===== src/hdl/ugi_pkg.sv =====
package ugi_pkg;
    localparam int NUM_EP = 5;
    localparam int REQS_PER_EP = 8;
    localparam logic [7:0] ADDR_BUF_CONTROL = 8'hC1;
    localparam logic [7:0] ADDR_EP_IRQ_REQ = 8'hC4;
    localparam logic [7:0] ADDR_SET_SELECT = 8'hD2;
    localparam logic [7:0] ADDR_GLOBAL_FLAGS = 8'hD6;
    localparam logic [7:0] ADDR_POWER_DOWN = 8'hE6;
    localparam logic [7:0] DEVICE_SET_VALUE = 8'h80;
    localparam logic [2:0] LAST_EP_INDEX = 3'h4;
    localparam int BIT_REQ_VALUE_FLAG = 7;
    localparam int BIT_RESERVED_HI = 6;
    localparam int BIT_RESERVED_LO = 5;
    localparam int BIT_EP_GLOBAL_IRQ_ENABLE = 4;
    localparam int BIT_REQ_VALUE_ENABLE = 0;
    localparam int BIT_SET_KIND = 7;
    localparam logic [7:0] RST_SET_SELECT = 8'h00;
    localparam logic [7:0] RST_GLOBAL_FLAGS = 8'h00;
    localparam logic [7:0] RST_BUF_CONTROL = 8'h00;
    localparam logic RST_REQ_VALUE_ENABLE = 1'h0;
endpackage : ugi_pkg


===== src/hdl/ugi_global_irq.sv =====
// What this block does
// - host config, alternate or interface value request sets flag bit 7.
// - bit 7 never clears itself; written zero clears, written one is ignored.
// - request-value flag interrupts only while its enable at E6 is set.
// - bits 6 and 5 are reserved, read as zero, software writes zeros.
// - bits 4 to 0 show pending requests of endpoints 4 to 0.
// - endpoint pending interrupts only with bit 4 of its buffer control set.
// - endpoint interrupt needs CPU master and USB endpoint enables set.
// - device registers appear only while selector at D2 holds 80.
// - pending flag sets when any of its eight endpoint requests rises.
// - pending flag clears when CPU reads that endpoint's request register.
`timescale 1ns/1ns
module ugi_global_irq
#(
    parameter int NUM_EP = ugi_pkg::NUM_EP,
    parameter int REQS_PER_EP = ugi_pkg::REQS_PER_EP
)
(
    input wire logic sys_clk,
    input wire logic rst,
    input wire logic [7:0] sfr_addr,
    input wire logic sfr_wr,
    input wire logic sfr_rd,
    input wire logic [7:0] sfr_wdata,
    output logic [7:0] sfr_rdata,
    input wire logic cpu_master_irq_enable,
    input wire logic usb_endpoint_cpu_irq_enable,
    input wire logic [NUM_EP*REQS_PER_EP-1:0] endpoint_requests,
    input wire logic request_value_event,
    output logic usb_irq
);
    logic [7:0] usb_register_set_select;
    logic [NUM_EP-1:0] endpoint_global_irq_enable;
    logic request_value_irq_enable;
    logic [NUM_EP-1:0] endpoint_pending;
    logic request_value_irq_flag;
    logic [NUM_EP*REQS_PER_EP-1:0] requests_prev;
    logic [NUM_EP*REQS_PER_EP-1:0] requests_rise;
    logic [NUM_EP-1:0] ep_set;
    logic [NUM_EP-1:0] ep_read_clear;
    logic [NUM_EP-1:0] gie_write;
    logic device_set_selected;
    logic endpoint_set_selected;
    logic [NUM_EP-1:0] selected_ep;
    logic [7:0] global_flags_view;
    logic [7:0] selected_requests;
    logic [7:0] next_rdata;
    logic rv_clear;
    logic ep_irq_path;
    logic rv_irq_path;
    logic next_usb_irq;

    function automatic logic [NUM_EP-1:0] ep_onehot(input logic [7:0] sel);
        logic [NUM_EP-1:0] hot;
        hot = '0;
        for (int i = 0; i < NUM_EP; i++)
        begin
            if (!sel[ugi_pkg::BIT_SET_KIND] && sel[2:0] == i[2:0])
                hot[i] = 1'b1;
        end
        return hot;
    endfunction : ep_onehot

    // register set selection
    assign device_set_selected =
        usb_register_set_select == ugi_pkg::DEVICE_SET_VALUE;
    assign selected_ep = ep_onehot(usb_register_set_select);
    assign endpoint_set_selected = |selected_ep;

    // endpoint request edges
    assign requests_rise = endpoint_requests & ~requests_prev;

    genvar g;
    generate
        for (g = 0; g < NUM_EP; g++)
        begin : g_ep
            assign ep_set[g] =
                |requests_rise[g*REQS_PER_EP +: REQS_PER_EP];
        end
    endgenerate

    assign ep_read_clear = (sfr_rd && sfr_addr == ugi_pkg::ADDR_EP_IRQ_REQ)
        ? selected_ep : '0;
    assign gie_write = (sfr_wr && sfr_addr == ugi_pkg::ADDR_BUF_CONTROL)
        ? selected_ep : '0;

    // only a written zero clears the request-value flag
    assign rv_clear = sfr_wr && sfr_addr == ugi_pkg::ADDR_GLOBAL_FLAGS
        && !sfr_wdata[ugi_pkg::BIT_REQ_VALUE_FLAG];

    ugi_sticky_flags
    #(
        .WIDTH(NUM_EP)
    )
    u_ep_flags
    (
        .sys_clk(sys_clk),
        .rst(rst),
        .set(ep_set),
        .clr(ep_read_clear),
        .flags(endpoint_pending)
    );

    ugi_sticky_flags
    #(
        .WIDTH(1)
    )
    u_rv_flag
    (
        .sys_clk(sys_clk),
        .rst(rst),
        .set(request_value_event),
        .clr(rv_clear),
        .flags(request_value_irq_flag)
    );

    // read view
    always_comb
    begin
        global_flags_view = ugi_pkg::RST_GLOBAL_FLAGS;
        global_flags_view[ugi_pkg::BIT_REQ_VALUE_FLAG] =
            request_value_irq_flag;
        global_flags_view[NUM_EP-1:0] = endpoint_pending;
    end

    always_comb
    begin
        selected_requests = 8'h00;
        for (int i = 0; i < NUM_EP; i++)
        begin
            if (selected_ep[i])
                selected_requests =
                    8'(endpoint_requests[i*REQS_PER_EP +: REQS_PER_EP]);
        end
    end

    always_comb
    begin
        next_rdata = 8'h00;
        case (sfr_addr)
            ugi_pkg::ADDR_SET_SELECT:
                next_rdata = usb_register_set_select;
            ugi_pkg::ADDR_GLOBAL_FLAGS:
                next_rdata = global_flags_view;
            ugi_pkg::ADDR_POWER_DOWN:
                next_rdata[ugi_pkg::BIT_REQ_VALUE_ENABLE] =
                    request_value_irq_enable;
            ugi_pkg::ADDR_BUF_CONTROL:
                next_rdata[ugi_pkg::BIT_EP_GLOBAL_IRQ_ENABLE] =
                    |(endpoint_global_irq_enable & selected_ep);
            ugi_pkg::ADDR_EP_IRQ_REQ:
                next_rdata = endpoint_set_selected
                    ? selected_requests : 8'h00;
            default:
                next_rdata = 8'h00;
        endcase
    end

    // interrupt line
    assign ep_irq_path = |(endpoint_pending & endpoint_global_irq_enable)
        && cpu_master_irq_enable && usb_endpoint_cpu_irq_enable;
    assign rv_irq_path = request_value_irq_flag && request_value_irq_enable
        && cpu_master_irq_enable;
    assign next_usb_irq = ep_irq_path || rv_irq_path;

    always_ff @(posedge sys_clk)
    begin
        if (rst)
            usb_register_set_select <= ugi_pkg::RST_SET_SELECT;
        else if (sfr_wr && sfr_addr == ugi_pkg::ADDR_SET_SELECT)
            usb_register_set_select <= sfr_wdata;
    end

    always_ff @(posedge sys_clk)
    begin
        if (rst)
            request_value_irq_enable <= ugi_pkg::RST_REQ_VALUE_ENABLE;
        else if (sfr_wr && sfr_addr == ugi_pkg::ADDR_POWER_DOWN)
            request_value_irq_enable <=
                sfr_wdata[ugi_pkg::BIT_REQ_VALUE_ENABLE];
    end

    always_ff @(posedge sys_clk)
    begin
        if (rst)
            endpoint_global_irq_enable <= {NUM_EP{ugi_pkg::RST_BUF_CONTROL[
                ugi_pkg::BIT_EP_GLOBAL_IRQ_ENABLE]}};
        else
            endpoint_global_irq_enable <= (endpoint_global_irq_enable
                & ~gie_write) | (gie_write
                & {NUM_EP{sfr_wdata[ugi_pkg::BIT_EP_GLOBAL_IRQ_ENABLE]}});
    end

    always_ff @(posedge sys_clk)
    begin
        if (rst)
        begin
            requests_prev <= '0;
            sfr_rdata <= 8'h00;
            usb_irq <= 1'b0;
        end
        else
        begin
            requests_prev <= endpoint_requests;
            sfr_rdata <= next_rdata;
            usb_irq <= next_usb_irq;
        end
    end

    // checks
    property p_rv_set;
        @(posedge sys_clk) disable iff (rst)
        request_value_event |=> request_value_irq_flag;
    endproperty
    a_rv_set: assert property (p_rv_set)
        else $error("request-value flag not set");
    property p_rv_hold;
        @(posedge sys_clk) disable iff (rst)
        request_value_irq_flag && !rv_clear |=> request_value_irq_flag;
    endproperty
    a_rv_hold: assert property (p_rv_hold)
        else $error("request-value flag cleared without a zero write");
    property p_rv_one_ignored;
        @(posedge sys_clk) disable iff (rst)
        !request_value_irq_flag && !request_value_event
            |=> !request_value_irq_flag;
    endproperty
    a_rv_one_ignored: assert property (p_rv_one_ignored)
        else $error("request-value flag set without an event");
    property p_rv_irq_cause;
        @(posedge sys_clk) disable iff (rst)
        usb_irq |-> $past(ep_irq_path) || $past(request_value_irq_flag
            && request_value_irq_enable && cpu_master_irq_enable);
    endproperty
    a_rv_irq_cause: assert property (p_rv_irq_cause)
        else $error("interrupt without an enabled cause");
    property p_reserved_zero;
        @(posedge sys_clk) disable iff (rst)
        $past(sfr_addr) == ugi_pkg::ADDR_GLOBAL_FLAGS |->
            sfr_rdata[ugi_pkg::BIT_RESERVED_HI:ugi_pkg::BIT_RESERVED_LO]
            == 2'h0;
    endproperty
    a_reserved_zero: assert property (p_reserved_zero)
        else $error("reserved bits read nonzero");
    property p_pending_view;
        @(posedge sys_clk) disable iff (rst)
        $past(sfr_addr) == ugi_pkg::ADDR_GLOBAL_FLAGS |->
            sfr_rdata[NUM_EP-1:0] == $past(endpoint_pending);
    endproperty
    a_pending_view: assert property (p_pending_view)
        else $error("pending bits not shown");
    property p_ep_irq;
        @(posedge sys_clk) disable iff (rst)
        |(endpoint_pending & endpoint_global_irq_enable)
            && cpu_master_irq_enable && usb_endpoint_cpu_irq_enable
            |=> usb_irq;
    endproperty
    a_ep_irq: assert property (p_ep_irq)
        else $error("enabled pending endpoint raised no interrupt");
    property p_cpu_gate;
        @(posedge sys_clk) disable iff (rst)
        !cpu_master_irq_enable |=> !usb_irq;
    endproperty
    a_cpu_gate: assert property (p_cpu_gate)
        else $error("interrupt with master enable off");
    property p_device_set_guard;
        @(posedge sys_clk) disable iff (rst)
        sfr_wr && sfr_addr == ugi_pkg::ADDR_BUF_CONTROL && device_set_selected
            |=> $stable(endpoint_global_irq_enable);
    endproperty
    a_device_set_guard: assert property (p_device_set_guard)
        else $error("endpoint enable changed with device set selected");

    property p_ep_set;
        @(posedge sys_clk) disable iff (rst)
        ep_set != '0 |=> (endpoint_pending & $past(ep_set)) == $past(ep_set);
    endproperty
    a_ep_set: assert property (p_ep_set)
        else $error("endpoint request did not set pending");

    property p_ep_clear;
        @(posedge sys_clk) disable iff (rst)
        (ep_read_clear & ~ep_set) != '0 |=>
            (endpoint_pending & $past(ep_read_clear & ~ep_set)) == '0;
    endproperty
    a_ep_clear: assert property (p_ep_clear)
        else $error("pending not cleared by request register read");

    c_rv_irq: cover property (@(posedge sys_clk) disable iff (rst)
        request_value_event ##1 request_value_irq_flag ##1 usb_irq);
    c_ep_cycle: cover property (@(posedge sys_clk) disable iff (rst)
        ep_set != '0 ##[1:20] ep_read_clear != '0);
    c_set_beats_clear: cover property (@(posedge sys_clk) disable iff (rst)
        (ep_set & ep_read_clear) != '0);
endmodule : ugi_global_irq


===== src/hdl/ugi_sticky_flags.sv =====
`timescale 1ns/1ns
module ugi_sticky_flags
#(
    parameter int WIDTH = 1
)
(
    input wire logic sys_clk,
    input wire logic rst,
    input wire logic [WIDTH-1:0] set,
    input wire logic [WIDTH-1:0] clr,
    output logic [WIDTH-1:0] flags
);
    logic [WIDTH-1:0] next_flags;

    // set wins over a clear in the same cycle
    assign next_flags = set | (flags & ~clr);

    always_ff @(posedge sys_clk)
    begin
        if (rst)
            flags <= '0;
        else
            flags <= next_flags;
    end
endmodule : ugi_sticky_flags


===== config.mk =====
export PLATFORM = sky130hd
export DESIGN_NAME = ugi_global_irq
export DESIGN_NICKNAME = d
export VERILOG_FILES = /design/src/hdl/ugi_pkg.sv /design/src/hdl/ugi_global_irq.sv /design/src/hdl/ugi_sticky_flags.sv
export SDC_FILE = /design/constraint.sdc
export NUM_CORES = 1
export LEC_CHECK = 0
export BUFFER_PORTS_ARGS = -buffer_cell sky130_fd_sc_hd__buf_2
export CAP_MARGIN = 20
export CELL_PAD_IN_SITES_DETAIL_PLACEMENT = 1
export CELL_PAD_IN_SITES_GLOBAL_PLACEMENT = 1
export CORE_MARGIN = 3
export CORE_UTILIZATION = 25
export CTS_CLUSTER_DIAMETER = 60
export DETAILED_ROUTE_END_ITERATION = 10
export GPL_ROUTABILITY_DRIVEN = 1
export PLACE_DENSITY = 0.57
export SLEW_MARGIN = 20
export SYNTH_ARGS = -nofsm -noshare
export SYNTH_HDL_FRONTEND = slang
export SYNTH_SLANG_ARGS = --single-unit

===== constraint.sdc =====
create_clock -name sys_clk -period 3.4 [get_ports sys_clk]
set_input_delay 0.68 -clock sys_clk [delete_from_list [all_inputs] [get_ports sys_clk]]
set_output_delay 0.68 -clock sys_clk [all_outputs]
set_load 0.01 [all_outputs]

==> impl_metrics.xml, run 1 <==
<?xml version="1.0" encoding="UTF-8"?>
<metrics>
  <group name="run">
    <metric name="total_of_max_cap_violations" unit="">0</metric>
  </group>
  <group name="worst_setup_path">
    <metric name="critical_path_required" unit="ps">3630</metric>
    <metric name="critical_path.max_fanout" unit="">21</metric>
    <metric name="endpoint_kind" unit="">flip-flop</metric>
    <metric name="timing.reg2reg.worst_path_depth" unit="">6</metric>
    <metric name="startpoint_type" unit="">flip-flop</metric>
    <metric name="setup.reg_to_reg.worst_slack" unit="ps">1080</metric>
    <metric name="arrival" unit="ps">2550</metric>
    <metric name="r2r-start" unit="">usb_register_set_select[1]$_SDFFE_PP0P_</metric>
    <metric name="worstReg2RegEnd" unit="">sfr_rdata[0]$_SDFF_PP0_</metric>
    <metric name="path_class" unit="">reg -&gt; reg</metric>
  </group>
  <group name="detailed_routing">
    <metric name="dr.pass1.iters" unit="">4</metric>
    <metric name="drt.antenna.violating_nets" unit="">0</metric>
    <metric name="drt_wl_total" unit="mm">9.75</metric>
    <metric name="drt_initial_violations" unit="">138</metric>
    <metric name="post_drt_wl_per_cell" unit="um">17.0</metric>
    <metric name="via_count" unit="">2794</metric>
    <metric name="avgViaCountPerCell" unit="">4.88</metric>
    <metric name="detail_route.drc_violations" unit="">0</metric>
  </group>
  <group name="hold_path">
    <metric name="hold_path_depth" unit="">2</metric>
    <metric name="worst_hold_startpoint" unit="">request_value_irq_enable$_SDFFE_PP0P_</metric>
    <metric name="worstHoldPathType" unit="">reg -&gt; reg</metric>
    <metric name="timing.hold.worst_endpoint" unit="">request_value_irq_enable$_SDFFE_PP0P_</metric>
  </group>
  <group name="global_routing">
    <metric name="overflow" unit="">0</metric>
    <metric name="globalRouteTotalUtil" unit="%">14.8</metric>
    <metric name="first_global_vias" unit="">2902</metric>
    <metric name="antenna_found_initial" unit="">0</metric>
    <metric name="grt_pass1_wl" unit="mm">15.1</metric>
    <metric name="grt_max_degree" unit="">43</metric>
  </group>
  <group name="cts">
    <metric name="worst_skew_pair.late_latency" unit="ps">340</metric>
    <metric name="ctsHoldBuffers" unit="">0</metric>
    <metric name="post_cts_buffers" unit="">0</metric>
    <metric name="cts.path.max_buffers" unit="">2</metric>
    <metric name="cts_resized" unit="">0</metric>
    <metric name="cts_root_buffer" unit="">sky130_fd_sc_hd__clkbuf_16</metric>
    <metric name="clock-sinks" unit="">69</metric>
    <metric name="cts.htree.levels" unit="">3</metric>
    <metric name="number_of_buffers_created_by_cts" unit="">9</metric>
    <metric name="clk_pin_slew_worst_paths" unit="ps">50</metric>
    <metric name="tritoncts" unit="">yes</metric>
  </group>
  <group name="floorplanning">
    <metric name="die_ar" unit="um^2">13700</metric>
    <metric name="start_util" unit="%">26.3</metric>
    <metric name="chipHeight" unit="um">117</metric>
    <metric name="core_area" unit="um^2">11700</metric>
    <metric name="fp.dieW" unit="um">117</metric>
    <metric name="io_pins" unit="">72</metric>
    <metric name="fp-row-count" unit="">39</metric>
  </group>
  <group name="timing">
    <metric name="finalHoldWorstSlack" unit="ps">494</metric>
    <metric name="final-setup-viol-count" unit="">0</metric>
    <metric name="number_of_pins_exceeding_their_max_slew_limit_in_the_final_report" unit="">0</metric>
    <metric name="worst_max_slew_pin_slew" unit="ps">799</metric>
    <metric name="final.min_clock_period" unit="ps">2320</metric>
    <metric name="grt_setup_unrepaired" unit="">no</metric>
    <metric name="timing.slew.headroom" unit="%">46.7</metric>
    <metric name="report.final.hold_viol_count" unit="">0</metric>
    <metric name="skew" unit="ps">6.27</metric>
    <metric name="fin_crit_sh" unit="%">68.2</metric>
    <metric name="fmax" unit="GHz">0.431</metric>
    <metric name="totalNegativeSetupSlack" unit="ps">0</metric>
  </group>
  <group name="placement">
    <metric name="port_buffers" unit="">71</metric>
    <metric name="gpl.final_weighted_congestion" unit="">0.861</metric>
    <metric name="hpwlAfterDp" unit="mm">7.65</metric>
  </group>
  <group name="final_layout">
    <metric name="design.final.nets" unit="">487</metric>
    <metric name="layout_commonest_cell" unit="">sky130_fd_sc_hd__buf_2</metric>
    <metric name="antenna_cells" unit="">0</metric>
    <metric name="most-common-layout-cells" unit="">71 x sky130_fd_sc_hd__buf_2, 69 x sky130_fd_sc_hd__dfxtp_1, 41 x sky130_fd_sc_hd__inv_1</metric>
    <metric name="area_growth_syn_to_layout" unit="%">24.1</metric>
    <metric name="layout-drive-gt1-share" unit="%">23.5</metric>
  </group>
  <group name="logic_synthesis">
    <metric name="synth_cells" unit="">358</metric>
    <metric name="average_instance_area_after_synthesis" unit="um^2">8.60</metric>
    <metric name="mappedNetlistNets" unit="">421</metric>
    <metric name="syn_area" unit="um^2">3080</metric>
    <metric name="synthDistinctLibCells" unit="">50</metric>
    <metric name="yosysWarningCount" unit="">0</metric>
    <metric name="synth_seq_area_share" unit="%">44.9</metric>
    <metric name="synth_enable_flop_cells" unit="">0</metric>
    <metric name="asyncSetResetFlopFracSynth" unit="%">0</metric>
    <metric name="dominantRegCellSynth" unit="">sky130_fd_sc_hd__dfxtp_1</metric>
    <metric name="synth_seq_cells" unit="">69</metric>
  </group>
  <group name="pwr">
    <metric name="cellPowerDensity" unit="nW/um^2">489</metric>
    <metric name="p_leak" unit="nW">1.63</metric>
    <metric name="fin_total_pwr" unit="mW">1.87</metric>
    <metric name="irDropWorstVdd" unit="uV">270</metric>
  </group>
  <group name="outcome">
    <metric name="status" unit="">completed</metric>
  </group>
</metrics>
## logic make-up (layout without fill, tap and decap cells)
family                    after synthesis  after routing  synth area share (%)
AOI/OAI and AO/OA                      97             97                  21.2
xor gates and xnor gates                2              2                 0.569
buffers and inverters                  60            131                  7.97
DFF                                    69             69                  44.9
muxes                                  16             16                  5.37
and+or+nand+nor                       114            114                  20.0
## worst max-delay path, cell delays in order (launching register included)
cell	delay [ps]
sky130_fd_sc_hd__dfxtp_1	760
sky130_fd_sc_hd__nor4bb_1	540
sky130_fd_sc_hd__buf_4	230
sky130_fd_sc_hd__a21oi_1	80
sky130_fd_sc_hd__o21ai_1	150
sky130_fd_sc_hd__o211ai_1	140
sky130_fd_sc_hd__a221oi_1	300
## worst max path at each step
stage	from	to	slack [ps]	cells past startpoint
floorplan	sfr_addr[1]	sfr_rdata[4]$_SDFF_PP0_	1480	5
global placement	sfr_addr[1]	flip-flop	1130	6
detailed placement	sfr_addr[2]	sfr_rdata[0]$_SDFF_PP0_	1070	6
CTS	usb_register_set_select[1]$_SDFFE_PP0P_	sfr_rdata[0]$_SDFF_PP0_	1070	6
global route	usb_register_set_select[1]$_SDFFE_PP0P_	sfr_rdata[0]$_SDFF_PP0_	820	6
finish	usb_register_set_select[1]$_SDFFE_PP0P_	sfr_rdata[0]$_SDFF_PP0_	1080	6
## layout make-up
cell class                 instances  area (um^2)
fill                            1405         7890
multi-input combinational        229         1450
sequential                        69         1380
timing repair buffer              73          370
clock buffer                      12          256
tap                              143          179
inverter                          42          158
clock inverter                     4         22.5
## registers in the layout, summed over array words and instances (netlist names), named ones only
signal                    count
request_value_irq_enable      1
requests_prev                40
sfr_rdata                     8
u_ep_flags.flags              5
u_rv_flag.flags               1
usb_irq                       1
usb_register_set_select       8
## stage by stage
stage | area [um^2] | cells | worst slack, ps | utilization [%]
finish | 3820 | 572 | 1080 | 32.6
floorplan | 3080 | 358 | 1480 | -
CTS | 3820 | 572 | 1070 | 32.6
global placement | 3540 | 556 | 1130 | 30.2
global route | 3820 | 572 | 822 | 32.6
detailed placement | 3540 | 556 | 1070 | 30.2
## synthesized netlist by cell type, drive strengths merged, types with 3 or more instances
cell type / count / area, um^2
a21oi: 19 / 98.9
a221oi: 11 / 96.3
a22oi: 3 / 22.5
a31oi: 6 / 37.5
buf: 9 / 53.8
clkbuf: 9 / 33.8
dfxtp: 69 / 1380
inv: 42 / 158
mux2: 4 / 45.0
mux2i: 12 / 120
nand2: 15 / 56.3
nand3: 6 / 35.0
nand3b: 3 / 22.5
nor2: 38 / 143
nor2b: 28 / 175
nor3: 5 / 36.3
nor4: 3 / 18.8
o211ai: 7 / 52.6
o21ai: 22 / 110
o22ai: 17 / 106
## power breakdown
group	switching [mW]	internal (mW)
Sequential	0.0114	0.839
Clock	0.334	0.529
Combinational	0.0872	0.0659
## routing by layer
metal | wire length (um) | GRT usage (%)
met4 | 159 | 5.81
met3 | 435 | 3.24
met2 | 4340 | 22.6
met5 | 0 | 0
met1 | 4810 | 20.2
(Power assumes the default switching activity.)
==> run 2, diff against run 1 <==
clock period = 2.4 ns   (was 3.4 ns; I/O delays follow)
==> impl_metrics.xml, run 2 (synthesis gave the netlist of run 1 again) <==
<?xml version="1.0" encoding="UTF-8"?>
<metrics>
  <group name="cts">
    <metric name="post_cts_buffers" unit="">0</metric>
    <metric name="worst_skew_pair.late_latency" unit="ps">330</metric>
    <metric name="cts.path.max_buffers" unit="">2</metric>
    <metric name="clock-sinks" unit="">69</metric>
    <metric name="tritoncts" unit="">yes</metric>
    <metric name="cts_resized" unit="">0</metric>
    <metric name="cts.htree.levels" unit="">3</metric>
    <metric name="number_of_buffers_created_by_cts" unit="">9</metric>
    <metric name="cts_root_buffer" unit="">sky130_fd_sc_hd__clkbuf_16</metric>
    <metric name="clk_pin_slew_worst_paths" unit="ps">60</metric>
    <metric name="ctsHoldBuffers" unit="">0</metric>
  </group>
  <group name="floorplanning">
    <metric name="chipHeight" unit="um">117</metric>
    <metric name="die_ar" unit="um^2">13700</metric>
    <metric name="core_area" unit="um^2">11700</metric>
    <metric name="io_pins" unit="">72</metric>
    <metric name="start_util" unit="%">26.3</metric>
    <metric name="fp.dieW" unit="um">117</metric>
    <metric name="fp-row-count" unit="">39</metric>
  </group>
  <group name="outcome">
    <metric name="status" unit="">completed</metric>
  </group>
  <group name="global_routing">
    <metric name="globalRouteTotalUtil" unit="%">14.9</metric>
    <metric name="grt_pass1_wl" unit="mm">15.4</metric>
    <metric name="first_global_vias" unit="">2980</metric>
    <metric name="antenna_found_initial" unit="">0</metric>
    <metric name="overflow" unit="">0</metric>
    <metric name="grt_max_degree" unit="">46</metric>
  </group>
  <group name="run">
    <metric name="total_of_max_cap_violations" unit="">0</metric>
  </group>
  <group name="final_layout">
    <metric name="largest_register_ffs" unit="">40</metric>
    <metric name="reg_top3" unit="">requests_prev (40), sfr_rdata (8), usb_register_set_select (8)</metric>
    <metric name="layout-drive-gt1-share" unit="%">25.3</metric>
    <metric name="most-common-layout-cells" unit="">71 x sky130_fd_sc_hd__buf_2, 69 x sky130_fd_sc_hd__dfxtp_1, 41 x sky130_fd_sc_hd__inv_1</metric>
    <metric name="design.final.nets" unit="">496</metric>
    <metric name="antenna_cells" unit="">0</metric>
    <metric name="area_growth_syn_to_layout" unit="%">28.2</metric>
    <metric name="largest_register" unit="">requests_prev</metric>
    <metric name="layout_commonest_cell" unit="">sky130_fd_sc_hd__buf_2</metric>
    <metric name="number_of_inserted_filler_cells_in_the_final_layout" unit="">1384</metric>
  </group>
  <group name="timing">
    <metric name="totalNegativeSetupSlack" unit="ps">0</metric>
    <metric name="skew" unit="ps">4.93</metric>
    <metric name="timing.slew.headroom" unit="%">60.1</metric>
    <metric name="report.final.hold_viol_count" unit="">0</metric>
    <metric name="fin_crit_sh" unit="%">80.0</metric>
    <metric name="final-setup-viol-count" unit="">0</metric>
    <metric name="grt_setup_unrepaired" unit="">no</metric>
    <metric name="final.setup.worst_slack" unit="ps">480</metric>
    <metric name="worst_max_slew_pin_slew" unit="ps">597</metric>
    <metric name="number_of_pins_exceeding_their_max_slew_limit_in_the_final_report" unit="">0</metric>
    <metric name="fmax" unit="GHz">0.521</metric>
    <metric name="final.min_clock_period" unit="ps">1920</metric>
  </group>
  <group name="worst_setup_path">
    <metric name="path_class" unit="">reg -&gt; reg</metric>
    <metric name="arrival" unit="ps">2160</metric>
    <metric name="critical_path.max_fanout" unit="">10</metric>
    <metric name="startpoint_type" unit="">flip-flop</metric>
    <metric name="critical_path_required" unit="ps">2640</metric>
    <metric name="setup.reg_to_reg.worst_slack" unit="ps">480</metric>
    <metric name="endpoint_kind" unit="">flip-flop</metric>
  </group>
  <group name="detailed_routing">
    <metric name="detail_route.drc_violations" unit="">0</metric>
    <metric name="drt_wl_total" unit="mm">9.80</metric>
    <metric name="drt_initial_violations" unit="">125</metric>
    <metric name="avgViaCountPerCell" unit="">4.86</metric>
    <metric name="via_count" unit="">2825</metric>
    <metric name="post_drt_wl_per_cell" unit="um">16.9</metric>
    <metric name="dr.pass1.iters" unit="">5</metric>
    <metric name="drt.antenna.violating_nets" unit="">0</metric>
  </group>
  <group name="pwr">
    <metric name="irDropWorstVdd" unit="uV">383</metric>
    <metric name="p_leak" unit="nW">1.70</metric>
    <metric name="cellPowerDensity" unit="nW/um^2">721</metric>
  </group>
  <group name="hold_path">
    <metric name="worstHoldPathType" unit="">in -&gt; reg</metric>
  </group>
  <group name="placement">
    <metric name="placement.setup.worst_slack" unit="ps">277</metric>
    <metric name="hpwlAfterDp" unit="mm">7.80</metric>
    <metric name="port_buffers" unit="">71</metric>
    <metric name="gpl.final_weighted_congestion" unit="">0.803</metric>
  </group>
</metrics>
-- run 2: cell types whose count changed in the layout (fill, tap and decap cells not counted) --
cell | previous run | this run
sky130_fd_sc_hd__buf_12 | 0 | 1
sky130_fd_sc_hd__clkinv_2 | 3 | 2
sky130_fd_sc_hd__buf_4 | 2 | 10
sky130_fd_sc_hd__clkbuf_8 | 2 | 1
sky130_fd_sc_hd__clkbuf_1 | 1 | 0
sky130_fd_sc_hd__bufinv_16 | 0 | 2
sky130_fd_sc_hd__clkinv_4 | 0 | 1
-- run 2: area by class of cell --
type,count,area [um^2],share of cell area (%)
Clock buffer,10,239,6.06
Sequential cell,69,1380,35.0
Tap cell,143,179,4.54
Timing Repair Buffer,82,450,11.4
Multi-Input combinational cell,229,1450,36.8
Clock inverter,6,86.3,2.19
Inverter,42,158,4.00
-- run 2: report_power, final --
| group | switching (mW) | internal (mW) | total, mW |
|---|---|---|---|
| clock network | 0.485 | 0.935 | 1.42 |
| registers | 0.0157 | 1.19 | 1.20 |
| logic | 0.123 | 0.0957 | 0.219 |
-- run 2: critical path, cell delays in order, from the launching register on --
cell                       delay, ps
sky130_fd_sc_hd__dfxtp_1         550
sky130_fd_sc_hd__nor4b_2         580
sky130_fd_sc_hd__a21oi_1          90
sky130_fd_sc_hd__o21ai_1         180
sky130_fd_sc_hd__o211ai_1        140
sky130_fd_sc_hd__a221oi_1        290
-- run 2: path summary, 6_finish.rpt --
path	to	cells after the start	start
worst max-delay path	sfr_rdata[0]$_SDFF_PP0_	5	usb_register_set_select[2]$_SDFFE_PP0P_
worst min-delay path	usb_register_set_select[6]$_SDFFE_PP0P_	3	sfr_wdata[6]
worst max register to register	sfr_rdata[0]$_SDFF_PP0_	5	usb_register_set_select[2]$_SDFFE_PP0P_
worst min register to register	usb_register_set_select[6]$_SDFFE_PP0P_	2	usb_register_set_select[6]$_SDFFE_PP0P_
-- run 2: stage by stage --
step | std cells | hold WS (ps) | total power [mW] | area [um^2] | util (%)
6_report | 581 | 378 | 2.84 | 3950 | 33.7
5_1_grt | 581 | 404 | 2.97 | 3950 | 33.7
4_1_cts | 581 | 372 | 2.89 | 3950 | 33.7
3_5_place_dp | 565 | 498 | 1.45 | 3620 | 30.9
3_3_place_gp | 565 | 480 | 1.45 | 3620 | 30.9
2_1_floorplan | 358 | 443 | 1.33 | 3080 | -
-- run 2: routing by layer --
layer  GRT usage (%)  vias to the layer above  wire (um)
met5               0                        -          0
li1                -                     1403          -
met3            4.22                       12        513
met1            19.0                     1338       4600
met4            4.28                        0        142
met2            24.5                       72       4540
==> run 3, diff against run 2 <==
clock period = 1.85 ns   (was 2.4 ns; I/O delays follow)
==> impl_metrics.xml, run 3 (synthesis gave the netlist of run 1 again) <==
<?xml version="1.0" encoding="UTF-8"?>
<metrics>
  <group name="outcome">
    <metric name="status" unit="">completed</metric>
  </group>
  <group name="final_layout">
    <metric name="antenna_cells" unit="">0</metric>
    <metric name="finish.utilization" unit="%">34.5</metric>
    <metric name="largest_register_ffs" unit="">40</metric>
    <metric name="layout-drive-gt1-share" unit="%">28.1</metric>
    <metric name="largest_register" unit="">requests_prev</metric>
    <metric name="post-route-cell-area" unit="um^2">4040</metric>
    <metric name="reg_top3" unit="">requests_prev (40), sfr_rdata (8), usb_register_set_select (8)</metric>
    <metric name="area_growth_syn_to_layout" unit="%">31.4</metric>
    <metric name="layout_commonest_cell" unit="">sky130_fd_sc_hd__buf_2</metric>
    <metric name="most-common-layout-cells" unit="">71 x sky130_fd_sc_hd__buf_2, 67 x sky130_fd_sc_hd__dfxtp_1, 41 x sky130_fd_sc_hd__inv_1</metric>
    <metric name="design.final.nets" unit="">510</metric>
  </group>
  <group name="pwr">
    <metric name="cellPowerDensity" unit="nW/um^2">918</metric>
    <metric name="irDropWorstVdd" unit="uV">406</metric>
    <metric name="p_leak" unit="nW">1.76</metric>
  </group>
  <group name="global_routing">
    <metric name="overflow" unit="">0</metric>
    <metric name="antenna_found_initial" unit="">0</metric>
    <metric name="grt_max_degree" unit="">46</metric>
    <metric name="grt_pass1_wl" unit="mm">15.9</metric>
    <metric name="first_global_vias" unit="">3072</metric>
    <metric name="globalRouteTotalUtil" unit="%">15.4</metric>
  </group>
  <group name="timing">
    <metric name="fin_crit_sh" unit="%">95.9</metric>
    <metric name="skew" unit="ps">5.24</metric>
    <metric name="timing.slew.headroom" unit="%">63.5</metric>
    <metric name="final.setup.worst_slack" unit="ps">75.1</metric>
    <metric name="totalNegativeSetupSlack" unit="ps">0</metric>
    <metric name="grt_setup_unrepaired" unit="">no</metric>
    <metric name="worst_max_slew_pin_slew" unit="ps">543</metric>
    <metric name="final-setup-viol-count" unit="">0</metric>
    <metric name="number_of_pins_exceeding_their_max_slew_limit_in_the_final_report" unit="">0</metric>
    <metric name="fmax" unit="GHz">0.563</metric>
    <metric name="final.min_clock_period" unit="ps">1770</metric>
    <metric name="report.final.hold_viol_count" unit="">0</metric>
  </group>
  <group name="cts">
    <metric name="cts.htree.levels" unit="">3</metric>
    <metric name="post_cts_buffers" unit="">0</metric>
    <metric name="clk_pin_slew_worst_paths" unit="ps">60</metric>
    <metric name="number_of_buffers_created_by_cts" unit="">9</metric>
    <metric name="tritoncts" unit="">yes</metric>
    <metric name="cts_root_buffer" unit="">sky130_fd_sc_hd__clkbuf_16</metric>
    <metric name="clock-sinks" unit="">69</metric>
    <metric name="cts.path.max_buffers" unit="">2</metric>
    <metric name="worst_skew_pair.late_latency" unit="ps">330</metric>
  </group>
  <group name="detailed_routing">
    <metric name="route.layer.met1.wl" unit="mm">4.58</metric>
    <metric name="drt.antenna.violating_nets" unit="">0</metric>
    <metric name="via_count" unit="">2950</metric>
    <metric name="detail_route.drc_violations" unit="">0</metric>
    <metric name="drt_initial_violations" unit="">201</metric>
    <metric name="avgViaCountPerCell" unit="">4.96</metric>
    <metric name="top_layer" unit="">met4</metric>
    <metric name="met2RoutedLength" unit="mm">4.88</metric>
    <metric name="met3WireLength" unit="um">559</metric>
    <metric name="dr.pass1.iters" unit="">4</metric>
    <metric name="post_drt_wl_per_cell" unit="um">17.0</metric>
    <metric name="drt_wl_total" unit="mm">10.1</metric>
  </group>
  <group name="floorplanning">
    <metric name="die_ar" unit="um^2">13700</metric>
    <metric name="io_pins" unit="">72</metric>
    <metric name="fp.dieW" unit="um">117</metric>
    <metric name="start_util" unit="%">26.3</metric>
    <metric name="core_area" unit="um^2">11700</metric>
    <metric name="fp-row-count" unit="">39</metric>
    <metric name="chipHeight" unit="um">117</metric>
  </group>
  <group name="worst_setup_path">
    <metric name="endpoint_kind" unit="">flip-flop</metric>
    <metric name="critical_path.max_fanout" unit="">7</metric>
    <metric name="critical_path_required" unit="ps">2130</metric>
    <metric name="path_class" unit="">reg -&gt; reg</metric>
    <metric name="arrival" unit="ps">2050</metric>
    <metric name="startpoint_type" unit="">flip-flop</metric>
  </group>
  <group name="placement">
    <metric name="hpwlAfterDp" unit="mm">8.11</metric>
    <metric name="place_area" unit="um^2">3710</metric>
    <metric name="port_buffers" unit="">71</metric>
    <metric name="placement.setup.worst_slack" unit="ps">22.9</metric>
    <metric name="gpl.final_weighted_congestion" unit="">0.867</metric>
  </group>
  <group name="run">
    <metric name="total_of_max_cap_violations" unit="">0</metric>
  </group>
  <group name="hold_path">
    <metric name="worstHoldPathType" unit="">in -&gt; reg</metric>
  </group>
</metrics>
==> run 3: final cells by class <==
cell class                      count  area [um^2]
Fill cell                        1416         7670
Sequential cell                    69         1380
Inverter                           42          158
Multi-Input combinational cell    229         1450
Timing Repair Buffer               96          547
Tap cell                          143          179
Clock inverter                      6         86.3
Clock buffer                       10          239
==> run 3: where the power goes <==
part           internal (mW)  switching, mW  leakage, nW
clock                   1.21          0.651        0.158
combinational          0.125          0.161         1.03
sequential              1.54         0.0204        0.570
total                   2.88          0.833         1.76
==> run 3: through the flow <==
stage	power (mW)	hold slack, ps	cells
after CTS	3.76	247	595
after global placement	1.88	481	579
after detailed placement	1.88	497	579
final	3.71	254	595
after global routing	3.87	278	595
after floorplan	1.73	443	358
==> run 3: path summary, 6_finish.rpt <==
| path | from | endpoint | depth (start not counted) | slack, ps |
|---|---|---|---|---|
| min | request_value_event | u_rv_flag.flags$_SDFF_PP0_ | 3 | 250 |
| max | usb_register_set_select[7]$_SDFFE_PP0P_ | sfr_rdata[6]$_SDFF_PP0_ | 5 | 80 |
| max reg2reg | usb_register_set_select[7]$_SDFFE_PP0P_ | sfr_rdata[6]$_SDFF_PP0_ | 5 | 80 |
| min reg2reg | usb_register_set_select[5]$_SDFFE_PP0P_ | usb_register_set_select[5]$_SDFFE_PP0P_ | 2 | 500 |
==> run 3: repair_timing <==
| action | in CTS | in global routing |
|---|---|---|
| resized for setup | 0 | 3 |
| setup endpoints to repair | 0 | 9 |
| hold buffers | 0 | 0 |
==> run 3: critical path, cell delays in order (launching register included) <==
cell	delay [ps]
sky130_fd_sc_hd__dfxtp_1	390
sky130_fd_sc_hd__or4b_4	580
sky130_fd_sc_hd__nor2_1	130
sky130_fd_sc_hd__a211oi_1	80
sky130_fd_sc_hd__a2111oi_2	360
sky130_fd_sc_hd__o21ba_1	180
==> run 3: metal layers <==
metal	global-route usage (%)	up-vias
li1	-	1430
met1	19.8	1432
met2	25.9	79
met3	3.44	9
met4	4.36	0
met5	0	-
